### src/design/mrse_pkg.sv
package mrse_pkg;

  // sample classification carried in the three top header bits
  localparam logic [2:0] FLAG_PLAIN    = 3'h0;
  localparam logic [2:0] FLAG_GO       = 3'h1;
  localparam logic [2:0] FLAG_LO       = 3'h2;
  localparam logic [2:0] FLAG_HI       = 3'h3;
  localparam logic [2:0] FLAG_LIMITER  = 3'h4;
  localparam logic [2:0] FLAG_UNSTABLE = 3'h5;
  localparam logic [2:0] FLAG_OVER     = 3'h6;

  // range code bases: code = base + ascending range index
  localparam logic [3:0] RANGE_BASE_VOLT = 4'h4;
  localparam logic [3:0] RANGE_BASE_CURR = 4'h3;
  localparam logic [2:0] RANGE_MAX_VOLT  = 3'h3;
  localparam logic [2:0] RANGE_MAX_CURR  = 3'h6;

  // data field widths and spans
  localparam int         DATA_W       = 24;
  localparam logic [2:0] BYTES_COARSE = 3'h2;
  localparam logic [2:0] BYTES_FINE   = 3'h3;
  localparam int         SPAN_COARSE  = 32000;
  localparam int         SPAN_FINE    = 320000;

  // ascii record headers
  localparam logic [7:0] CHR_D = 8'h44;
  localparam logic [7:0] CHR_C = 8'h43;
  localparam logic [7:0] CHR_S = 8'h53;

  // status byte bit positions
  localparam int SB_OPER_OFF = 7;
  localparam int SB_SRQ      = 6;
  localparam int SB_TRIGGER  = 5;
  localparam int SB_UNUSED   = 4;
  localparam int SB_LEVEL_A  = 3;
  localparam int SB_LEVEL_B  = 2;
  localparam int SB_SYNTAX   = 1;
  localparam int SB_FAULT    = 0;

  // operation status bit positions
  localparam int OP_LIMITER  = 7;
  localparam int OP_UNSTABLE = 6;
  localparam int OP_OVERHEAT = 5;
  localparam int OP_OVERLOAD = 4;
  localparam int OP_SWEEP    = 1;
  localparam int OP_OPERATE  = 0;

  // reset values
  localparam logic [7:0] STATUS_RESET = 8'h00;
  localparam logic [7:0] MASK_RESET   = 8'hff;
  localparam logic [7:0] ZERO_BYTE    = 8'h00;

  // staging register holds up to five bytes of one record
  localparam int         STAGE_BYTES = 5;
  localparam int         STAGE_W     = STAGE_BYTES * 8;

  typedef enum logic [1:0] {
    MODE_BUFFER,
    MODE_COUNT,
    MODE_OPSTAT
  } mrse_mode_t;

  typedef struct packed {
    logic [2:0]        flag;
    logic              is_volt;
    logic [2:0]        range_idx;
    logic [DATA_W-1:0] value;
  } mrse_sample_t;

  typedef struct packed {
    logic       last;
    logic [7:0] data;
  } mrse_byte_t;

endpackage

### src/design/mrse_fifo.sv
`timescale 1ns/1ps
module mrse_fifo #(
  parameter int WIDTH = 9,
  parameter int DEPTH = 8
) (
  input  wire logic             clk_i,
  input  wire logic             srst_i,
  input  wire logic             in_valid_i,
  output      logic             in_ready_o,
  input  wire logic [WIDTH-1:0] in_data_i,
  output      logic             out_valid_o,
  input  wire logic             out_ready_i,
  output      logic [WIDTH-1:0] out_data_o
);
  localparam int AW = $clog2(DEPTH);

  logic [WIDTH-1:0] mem_q [DEPTH];
  logic [AW-1:0]    wr_q;
  logic [AW-1:0]    rd_q;
  logic [AW:0]      cnt_q;
  logic [WIDTH-1:0] head_q;
  wire              push;
  wire              pop;
  wire  [AW-1:0]    rd_next;

  assign in_ready_o  = (cnt_q != (AW+1)'(DEPTH));
  assign out_valid_o = (cnt_q != '0);
  assign push        = in_valid_i & in_ready_o;
  assign pop         = out_valid_o & out_ready_i;
  assign rd_next     = (rd_q == AW'(DEPTH - 1)) ? '0 : rd_q + 1'b1;
  assign out_data_o  = head_q;

  always_ff @(posedge clk_i) begin
    if (push) begin
      mem_q[wr_q] <= in_data_i;
    end
  end

  // head word kept in a register; bypass when the fifo is empty or runs dry
  always_ff @(posedge clk_i) begin
    if (srst_i) begin
      wr_q   <= '0;
      rd_q   <= '0;
      cnt_q  <= '0;
      head_q <= '0;
    end else begin
      if (push) begin
        wr_q <= (wr_q == AW'(DEPTH - 1)) ? '0 : wr_q + 1'b1;
      end
      if (pop) begin
        rd_q <= rd_next;
      end
      cnt_q <= cnt_q + (AW+1)'(push) - (AW+1)'(pop);
      if (push && (cnt_q == '0 || (pop && cnt_q == (AW+1)'(1)))) begin
        head_q <= in_data_i;
      end else if (pop) begin
        head_q <= mem_q[rd_next];
      end
    end
  end

endmodule // mrse_fifo

### src/design/mrse_encoder.sv
// Functional notes
// - header bits 7..5 classify the sample
// - header bit 4 high for voltage data
// - data sent as two's-complement displayed count
// - two bytes coarse, three bytes fine resolution
// - count record sixteen bits, high byte first
// - count record only after its select command
// - two-letter header only while headers enabled
// - operation status sent as one byte
// - bits 7,6 follow limiter and oscillation
// - bits 5,4 sticky until operation restarts
// - status byte level selected by commands
// - status bit 7 set by operate-off
// - serial poll clears status bit 7
// - bit 6 on unmasked bits; raise SRQ
// - serial poll clears status bit 6; stays set while unmasked bit 1, 3 or 0 is set
// - bit 5 trigger, cleared by poll
// - bit 1 errors, cleared by good block
// - clear command and reset clear status
`timescale 1ns/1ps
module mrse_encoder #(
  parameter int FIFO_DEPTH = 8
) (
  input  wire logic                  CLK_I,
  input  wire logic                  SRST_I,
  // output-mode and setting commands, one-cycle strobes
  input  wire logic                  BUFFER_STORE_ON_I,
  input  wire logic                  SELECT_COUNT_OUTPUT_I,
  input  wire logic                  SELECT_OPSTATUS_OUTPUT_I,
  input  wire logic                  HEADER_ON_CMD_I,
  input  wire logic                  HEADER_OFF_CMD_I,
  input  wire logic                  STATUS_LEVEL0_CMD_I,
  input  wire logic                  STATUS_LEVEL1_CMD_I,
  input  wire logic                  STATUS_MASK_CMD_I,
  input  wire logic [7:0]            STATUS_MASK_I,
  input  wire logic                  CLEAR_CMD_I,
  input  wire logic                  CMD_ERROR_I,
  input  wire logic                  CMD_GOOD_BLOCK_I,
  // levels from the instrument
  input  wire logic                  FINE_RESOLUTION_I,
  input  wire logic                  SRQ_ENABLE_I,
  input  wire logic [15:0]           STORED_COUNT_I,
  input  wire logic                  LIMITER_ACTIVE_I,
  input  wire logic                  OSCILLATION_DETECTED_I,
  input  wire logic                  OVERHEAT_DETECTED_I,
  input  wire logic                  OVERLOAD_DETECTED_I,
  input  wire logic                  OPERATION_START_I,
  input  wire logic                  SWEEP_RUNNING_I,
  input  wire logic                  OPERATING_I,
  input  wire logic                  BUFFER_FULL_I,
  input  wire logic                  OPERATE_OFF_IN_I,
  input  wire logic                  EXT_TRIGGER_IN_I,
  // talker addressed: start one record
  input  wire logic                  TALK_I,
  // measurement samples
  input  wire logic                  SAMPLE_VALID_I,
  output      logic                  SAMPLE_READY_O,
  input  wire mrse_pkg::mrse_sample_t SAMPLE_I,
  // record byte stream, last marks the block delimiter point
  output      logic                  BYTE_VALID_O,
  input  wire logic                  BYTE_READY_I,
  output      logic [7:0]            BYTE_O,
  output      logic                  BYTE_LAST_O,
  output      logic                  BUSY_O,
  // status byte read by serial poll
  input  wire logic                  SERIAL_POLL_I,
  output      logic [7:0]            STATUS_BYTE_O,
  output      logic [7:0]            OP_STATUS_O,
  output      logic                  SRQ_O
);

  typedef enum logic [1:0] {
    ST_IDLE,
    ST_WAIT_SAMPLE,
    ST_SEND
  } mrse_state_t;

  function automatic logic [3:0] range_code(input logic is_volt, input logic [2:0] idx);
    logic [2:0] lim;
    lim = is_volt ? mrse_pkg::RANGE_MAX_VOLT : mrse_pkg::RANGE_MAX_CURR;
    if (idx > lim) begin
      idx = lim;
    end
    range_code = (is_volt ? mrse_pkg::RANGE_BASE_VOLT : mrse_pkg::RANGE_BASE_CURR)
                 + {1'b0, idx};
  endfunction

  mrse_pkg::mrse_mode_t         mode_q;
  mrse_state_t                  state_q;
  mrse_state_t                  state_d;
  logic                         header_en_q;
  logic                         level1_q;
  logic [7:0]                   mask_q;
  logic [7:0]                   op_q;
  logic [7:0]                   sb_q;
  logic [mrse_pkg::STAGE_W-1:0] stage_q;
  logic [mrse_pkg::STAGE_W-1:0] stage_d;
  logic [2:0]                   left_q;
  logic [2:0]                   left_d;
  mrse_pkg::mrse_byte_t         push_byte;
  mrse_pkg::mrse_byte_t         pop_byte;

  wire        fifo_ready;
  wire        push;
  wire        take_sample;
  wire [7:0]  hdr_byte;
  wire [7:0]  op_d;
  wire [7:0]  sb_live;
  wire [7:0]  sb_set;
  wire [7:0]  sb_clr;
  wire [7:0]  sb_d;
  wire [7:0]  sb_pre;
  wire [2:0]  data_bytes;
  wire [mrse_pkg::STAGE_W-1:0] sample_stage;
  wire [mrse_pkg::STAGE_W-1:0] count_stage;
  wire [mrse_pkg::STAGE_W-1:0] opstat_stage;

  // header byte of a binary buffer record
  // classification flag
  assign hdr_byte = {SAMPLE_I.flag, SAMPLE_I.is_volt,
                     range_code(SAMPLE_I.is_volt, SAMPLE_I.range_idx)};
  assign data_bytes = FINE_RESOLUTION_I ? mrse_pkg::BYTES_FINE : mrse_pkg::BYTES_COARSE;
  // signed value sent as is, high byte first; coarse drops the top byte
  assign sample_stage = FINE_RESOLUTION_I
    ? {hdr_byte, SAMPLE_I.value, mrse_pkg::ZERO_BYTE}
    : {hdr_byte, SAMPLE_I.value[15:0], mrse_pkg::ZERO_BYTE, mrse_pkg::ZERO_BYTE};

  assign count_stage = header_en_q
    ? {mrse_pkg::CHR_D, mrse_pkg::CHR_C, STORED_COUNT_I, mrse_pkg::ZERO_BYTE}
    : {STORED_COUNT_I, mrse_pkg::ZERO_BYTE, mrse_pkg::ZERO_BYTE, mrse_pkg::ZERO_BYTE};
  assign opstat_stage = header_en_q
    ? {mrse_pkg::CHR_S, mrse_pkg::CHR_S, op_q, mrse_pkg::ZERO_BYTE, mrse_pkg::ZERO_BYTE}
    : {op_q, mrse_pkg::ZERO_BYTE, mrse_pkg::ZERO_BYTE, mrse_pkg::ZERO_BYTE,
       mrse_pkg::ZERO_BYTE};
  assign take_sample    = (state_q == ST_WAIT_SAMPLE) & SAMPLE_VALID_I;
  assign SAMPLE_READY_O = (state_q == ST_WAIT_SAMPLE);
  // back-pressure from the fifo stalls the byte sequencer
  assign push           = (state_q == ST_SEND) & fifo_ready;
  assign push_byte.data = stage_q[mrse_pkg::STAGE_W-1 -: 8];
  assign push_byte.last = (left_q == 3'h1);
  assign BUSY_O         = (state_q != ST_IDLE);
  always_comb begin
    state_d = state_q;
    stage_d = stage_q;
    left_d  = left_q;
    case (state_q)
      ST_IDLE: begin
        if (TALK_I) begin
          case (mode_q)
            mrse_pkg::MODE_COUNT: begin
              stage_d = count_stage;
              left_d  = header_en_q ? 3'h4 : 3'h2;
              state_d = ST_SEND;
            end
            mrse_pkg::MODE_OPSTAT: begin
              stage_d = opstat_stage;
              left_d  = header_en_q ? 3'h3 : 3'h1;
              state_d = ST_SEND;
            end
            default: begin
              state_d = ST_WAIT_SAMPLE;
            end
          endcase
        end
      end
      ST_WAIT_SAMPLE: begin
        if (take_sample) begin
          stage_d = sample_stage;
          left_d  = data_bytes + 3'h1;
          state_d = ST_SEND;
        end
      end
      ST_SEND: begin
        if (push) begin
          stage_d = {stage_q[mrse_pkg::STAGE_W-9:0], mrse_pkg::ZERO_BYTE};
          left_d  = left_q - 3'h1;
          if (left_q == 3'h1) begin
            state_d = ST_IDLE;
          end
        end
      end
      default: begin
        state_d = ST_IDLE;
      end
    endcase
  end

  always_ff @(posedge CLK_I) begin
    if (SRST_I) begin
      state_q <= ST_IDLE;
      stage_q <= '0;
      left_q  <= '0;
    end else begin
      state_q <= state_d;
      stage_q <= stage_d;
      left_q  <= left_d;
    end
  end

  // output mode and header switch
  always_ff @(posedge CLK_I) begin
    if (SRST_I) begin
      mode_q      <= mrse_pkg::MODE_BUFFER;
      header_en_q <= 1'b1;
    end else begin
      if (SELECT_COUNT_OUTPUT_I) begin
        mode_q <= mrse_pkg::MODE_COUNT;
      end else if (SELECT_OPSTATUS_OUTPUT_I) begin
        mode_q <= mrse_pkg::MODE_OPSTAT;
      end else if (BUFFER_STORE_ON_I) begin
        mode_q <= mrse_pkg::MODE_BUFFER;
      end
      if (HEADER_ON_CMD_I) begin
        header_en_q <= 1'b1;
      end else if (HEADER_OFF_CMD_I) begin
        header_en_q <= 1'b0;
      end
    end
  end

  // operation status, sticky bits: a new detection beats the restart clear
  // follow detections
  assign op_d = {LIMITER_ACTIVE_I,
                 OSCILLATION_DETECTED_I,
                 OVERHEAT_DETECTED_I | (op_q[mrse_pkg::OP_OVERHEAT] & ~OPERATION_START_I),
                 OVERLOAD_DETECTED_I | (op_q[mrse_pkg::OP_OVERLOAD] & ~OPERATION_START_I),
                 2'b00,
                 SWEEP_RUNNING_I,
                 OPERATING_I};

  always_ff @(posedge CLK_I) begin
    if (SRST_I) begin
      op_q <= mrse_pkg::STATUS_RESET;
    end else begin
      op_q <= op_d;
    end
  end

  // status level and mask
  always_ff @(posedge CLK_I) begin
    if (SRST_I) begin
      level1_q <= 1'b0;
      mask_q   <= mrse_pkg::MASK_RESET;
    end else begin
      if (STATUS_LEVEL1_CMD_I) begin
        level1_q <= 1'b1;
      end else if (STATUS_LEVEL0_CMD_I) begin
        level1_q <= 1'b0;
      end
      if (STATUS_MASK_CMD_I) begin
        mask_q <= STATUS_MASK_I;
      end
    end
  end

  // level bits: only buffer-full is modelled, at level 1; bit 4 never used
  assign sb_live = {1'b0, 1'b0, 1'b0, 1'b0,
                    level1_q & BUFFER_FULL_I,
                    1'b0,
                    1'b0,
                    LIMITER_ACTIVE_I | OSCILLATION_DETECTED_I};
  // events set; set wins over every clear in the same cycle
  // operate-off sets bit 7
  assign sb_set = {OPERATE_OFF_IN_I,
                   |(sb_pre & ~mask_q),
                   EXT_TRIGGER_IN_I,
                   1'b0, 1'b0, 1'b0,
                   CMD_ERROR_I,
                   1'b0};
  // summary sees bits 7,5,1 after clears plus live bits 3,0; a poll empties bit 6 only if bits 1,3,0 are clear or masked
  assign sb_pre = {sb_q[7] & ~sb_clr[7], 1'b0, sb_q[5] & ~sb_clr[5], sb_live[4:2],
                   sb_q[1] & ~sb_clr[1], sb_live[0]};
  assign sb_clr = {{3{SERIAL_POLL_I | CLEAR_CMD_I}},
                   3'b000,
                   CMD_GOOD_BLOCK_I | CLEAR_CMD_I,
                   1'b0};

  assign sb_d = {(sb_q[7:5] & ~sb_clr[7:5]) | sb_set[7:5],
                 sb_live[4:2],
                 (sb_q[1] & ~sb_clr[1]) | sb_set[1],
                 sb_live[0]};
  always_ff @(posedge CLK_I) begin
    if (SRST_I) begin
      sb_q <= mrse_pkg::STATUS_RESET;
    end else begin
      sb_q <= sb_d;
    end
  end

  assign STATUS_BYTE_O = sb_q;
  assign OP_STATUS_O   = op_q;
  assign SRQ_O = sb_q[mrse_pkg::SB_SRQ] & SRQ_ENABLE_I;
  // bytes queue here so a slow bus stalls the sequencer, not the samples
  mrse_fifo #(
    .WIDTH ($bits(mrse_pkg::mrse_byte_t)),
    .DEPTH (FIFO_DEPTH)
  ) u_fifo (
    .clk_i       (CLK_I),
    .srst_i      (SRST_I),
    .in_valid_i  (state_q == ST_SEND),
    .in_ready_o  (fifo_ready),
    .in_data_i   (push_byte),
    .out_valid_o (BYTE_VALID_O),
    .out_ready_i (BYTE_READY_I),
    .out_data_o  (pop_byte)
  );
  assign BYTE_O      = pop_byte.data;
  assign BYTE_LAST_O = pop_byte.last;

endmodule // mrse_encoder

### config.mk
export PLATFORM = sky130hd
export DESIGN_NAME = mrse_encoder
export DESIGN_NICKNAME = d
export VERILOG_FILES = /design/src/design/mrse_pkg.sv /design/src/design/mrse_fifo.sv /design/src/design/mrse_encoder.sv
export SDC_FILE = /design/constraint.sdc
export NUM_CORES = 1
export LEC_CHECK = 0
export BUFFER_PORTS_ARGS = -buffer_cell sky130_fd_sc_hd__buf_2
export CAP_MARGIN = 10
export CORE_MARGIN = 5
export CORE_UTILIZATION = 55
export CTS_BUF_LIST = sky130_fd_sc_hd__clkbuf_8 sky130_fd_sc_hd__clkbuf_16
export CTS_CLUSTER_DIAMETER = 150
export DETAILED_ROUTE_END_ITERATION = 6
export GPL_ROUTABILITY_DRIVEN = 0
export GPL_TIMING_DRIVEN = 0
export PLACE_DENSITY = 0.78
export SLEW_MARGIN = 20
export SYNTH_ARGS = -nofsm -noshare
export SYNTH_HDL_FRONTEND = slang
export SYNTH_SLANG_ARGS = --single-unit
### constraint.sdc
create_clock -name CLK_I -period 8 [get_ports CLK_I]
set_clock_uncertainty 0.2 [all_clocks]
set_input_delay 0.8 -clock CLK_I [delete_from_list [all_inputs] [get_ports CLK_I]]
set_output_delay 0.8 -clock CLK_I [all_outputs]
set_load 0.1 [all_outputs]
==> flow_summary.rst <==
.. list-table::
   :header-rows: 1

   * - Metric
     - Value
   * - Max Fclk
     - between 300 and 400 MHz
   * - Global-route wire length before repair
     - between 30 and 40 mm
   * - Number of core rows
     - 41
   * - Number of instances in the synthesized netlist
     - roughly 740
   * - Aggregate global-route resource usage
     - 0.2489
   * - Vias in the first global route
     - 6223
   * - Synth Register Bits
     - around 150
   * - Worst vdd ir
     - 0.1691 mV
   * - Initial core utilization
     - 0.5668
   * - Post-cts repair resize count
     - 0
   * - Layout fillers
     - 988
   * - Initial DRC Count
     - 678
   * - Fraction of final layout cells sized beyond drive strength 1
     - 0.2025
   * - Number of maximum-capacitance constraint violations
     - 0
   * - Ports placed on the boundary
     - 113
   * - Final count of pins violating max slew
     - 0
   * - Nets
     - 969
   * - Final ANT Viol Nets
     - 0
   * - Detailed-route vias per instance
     - 5.908
   * - Largest stage delay on the critical path
     - ~0.70 ns
   * - Leak
     - 3.346 nW
   * - Int Power
     - roughly 1.9 mW
   * - Number of buffers between clock root and the deepest sink
     - 2
   * - Netlist Area Pre-Place
     - 7211 µm²
   * - Horizontal die dimension
     - 124.5 µm
   * - Average footprint of a synthesized cell
     - 9.797 µm²
   * - CTS HTree Levels
     - 4
   * - Placed cell count
     - 1014
   * - Share of the clock period used by the worst path
     - 0.4163
   * - Post-layout min period
     - 3.330 ns
   * - Slew at the pin closest to its max-slew limit
     - 0.8543 ns
   * - Total iterations of the first detailed-routing run
     - 7
   * - Distinct cells, synth
     - 52
   * - Post-placement setup slack
     - 4.493 ns
   * - Slowest library cell on the worst path
     - nor2_1
   * - Worst Path Arrival
     - 3.17 ns
   * - Total negative slack
     - 0 ns
   * - Worst Path Max Fanout
     - 10
   * - Total Die Area
     - 15500 µm²
   * - Final Hold Vio Count
     - 0
   * - IO Port Bufs
     - 102
   * - Antenna violations before repair
     - 0
   * - Maximum number of pins on one net before global-route repair
     - 17
   * - Startpoint class of the critical path
     - flop
   * - Worst hold path type
     - reg2reg
   * - Hold buffer count at cts
     - 0
   * - Cell chain of the critical path
     - inv_1 > ha_1 > clkbuf_1 > inv_1 > a31o_2 > clkbuf_1 > inv_1 > nand2_1 > nor2_1
   * - Share of total power in the clock network
     - 0.247
   * - Sum of buffers and inverters on the critical path
     - 5
   * - Warnings, synthesis
     - 0
   * - CTS Root Buffer Type
     - clkbuf_16
   * - Clock slew seen by the registers of the worst setup and hold paths
     - 0.05 ns
   * - Total via count in the routed design
     - 6180
   * - Fraction of power spent switching nets
     - 0.4203
   * - Half-perimeter wire length of the detailed placement result
     - 14.60 mm
   * - Outcome
     - complete, no violations
   * - Sum of overflow across all layers after global routing
     - 0
   * - Area grow syn2layout
     - 19.05%
   * - Antenna Cells
     - 0
   * - Floorplan Core Area
     - ~13000 µm²
   * - TritonCTS clock tree
     - built
   * - Worst-Skew Late Latency
     - 0.42 ns
   * - Worst rel slew slack
     - 0.4283
   * - Setup Buffers After CTS
     - 0
   * - Areal power density over the cells
     - 382.9 nW/µm²
   * - Average wire per standard cell
     - approximately 19 µm
   * - Total DRC errors in the routed layout
     - 0
   * - Family with the most delay on the worst path
     - buffers and inverters
   * - Total length of routed wires
     - 19.53 mm
   * - Number of flops mapped to enable cells by yosys
     - 72
   * - Relative contribution of sequential cells to total power
     - 0.340
   * - Final standard cell count with taps included and fillers excluded
     - roughly 1000
   * - CTS buffer count
     - 17
   * - Vertical extent of the die
     - 124.5 µm
   * - Part of the power in combinational logic
     - 0.413
   * - Data required time at the worst endpoint
     - 7.84 ns
   * - Path type of the worst setup path
     - reg2reg
   * - Setup repair after global routing missed its margin
     - no
   * - CP endpoint kind
     - flop
   * - PnR worst setup slack
     - 4.670 ns
   * - Sink Count
     - 149
   * - Proportion of synthesized flip-flops having asynchronous set or reset
     - 0
   * - Count of final setup violators
     - 0
   * - Sequential element share of the synthesized area
     - 0.5136
   * - Critical path's most frequent cell
     - inv_1
   * - Most instantiated flip-flop cell in the synthesis netlist
     - dfxtp_1
   * - Switching power summed over all nets
     - 1.382 mW
Yosys cell counts (all sizes together), types with 13 or more instances:
cell type	count	area share
dfxtp	77	0.21
buf	21	0.017
o211ai	18	0.019
edfxtp	72	0.30
or3b	19	0.023
a21oi	69	0.048
clkbuf	40	0.021
nor2	52	0.027
a211oi	13	0.014
mux2i	40	0.056
ha	23	0.040
nor3	29	0.020
inv	33	0.017
nand2	82	0.043
o21ai	35	0.024
per-layer routing:
| layer | routed length [µm] | vias up | share of wire | track usage |
|---|---|---|---|---|
| li1 | - | 2919 | - | - |
| met1 | 7642 | 2833 | 0.39 | 0.2954 |
| met2 | 9598 | 348 | 0.49 | 0.4249 |
| met3 | 1443 | 80 | 0.074 | 0.05403 |
| met4 | 842 | 0 | 0.043 | 0.1257 |
| met5 | 0 | - | 0 | 0 |
per-stage QoR:
step,power (mW),utilization,hold slack (ns),instance area (µm²)
global route,3.439,0.6748,0.2825,8584
global placement,2.400,0.6247,0.2451,7948
floorplan,2.102,-,0.2336,7222
CTS,3.269,0.6744,0.2614,8579
finish,3.287,0.6748,0.2585,8584
detailed placement,2.454,0.6268,0.2543,7974
worst min-delay path: stages, from the launching register on:
cell	delay [ns]
dfxtp_1	0.31
nand2_1	0.05
a21oi_1	0.05
cell usage in the layout (no fill, tap or decap), drive strengths merged, types with 4 or more instances in the layout:
cell | synthesis | routed
a211oi | 13 | 13
nand3 | 9 | 9
nor3 | 29 | 29
a21oi | 69 | 69
clkbuf | 40 | 59
buf | 21 | 124
mux2i | 40 | 40
nor4b | 5 | 5
nor2b | 9 | 9
dfxtp | 77 | 77
o22ai | 11 | 11
o211ai | 18 | 18
ha | 23 | 23
nand2 | 82 | 82
edfxtp | 72 | 72
inv | 33 | 38
o221ai | 11 | 11
o21ai | 35 | 35
a31oi | 5 | 5
nand2b | 9 | 9
or3b | 19 | 19
conb | 1 | 4
a221oi | 10 | 10
nor2 | 52 | 52
a22oi | 5 | 5
area by class of cell:
class | instances | area [µm²] | share of cell area
clock inverters | 13 | 141.4 | 0.01647
repair buffers | 103 | 515.5 | 0.06005
plain buffers | 61 | 275.3 | 0.03207
flip-flops and latches | 149 | 3704 | 0.4314
inverters | 33 | 123.9 | 0.01443
well taps | 172 | 215.2 | 0.02507
clock buffers | 19 | 464.2 | 0.05407
multi-input cells | 496 | 3146 | 0.3664
cell families after synthesis:
logic type	synth area share
DFF	0.5136
buffers and inverters	0.05535
AOI/OAI and AO/OA	0.1624
muxes	0.05865
xor gates and xnor gates	0.004859
other	0.0005201
and+or+nand+nor	0.1619
adders and majority gates	0.04269
state kept, by name, summed over array words and instances, names as in the netlist, 2 cells and up:
| register | count |
|---|---|
| mask_q | 5 |
| u_fifo.wr_q | 3 |
| u_fifo.mem_q | 72 |
| stage_q | 32 |
| u_fifo.cnt_q | 4 |
| mode_q | 2 |
| state_q | 2 |
| left_q | 3 |
| OP_STATUS_O | 6 |
| u_fifo.out_data_o | 9 |
| u_fifo.rd_q | 3 |
| STATUS_BYTE_O | 6 |
worst paths after layout:
path	to	depth (start not counted)	slack, ns	startpoint
worst min-delay path	u_fifo.rd_q[1]	2	0.26	u_fifo.rd_q[1]
worst min register to register	u_fifo.rd_q[1]	2	0.26	u_fifo.rd_q[1]
worst max-delay path	u_fifo.mem_q[5][1]	9	4.67	state_q[0]
worst max register to register	u_fifo.mem_q[5][1]	9	4.67	state_q[0]
power groups by stage:
stage / clock network (mW) / registers, mW / logic, mW
after floorplan: 0 / 1.27 / 0.835
after global placement: 0 / 1.12 / 1.28
after detailed placement: 0 / 1.13 / 1.32
after CTS: 0.816 / 1.11 / 1.34
after global routing: 0.850 / 1.13 / 1.45
final: 0.812 / 1.12 / 1.36
(Power assumes the default switching activity.)
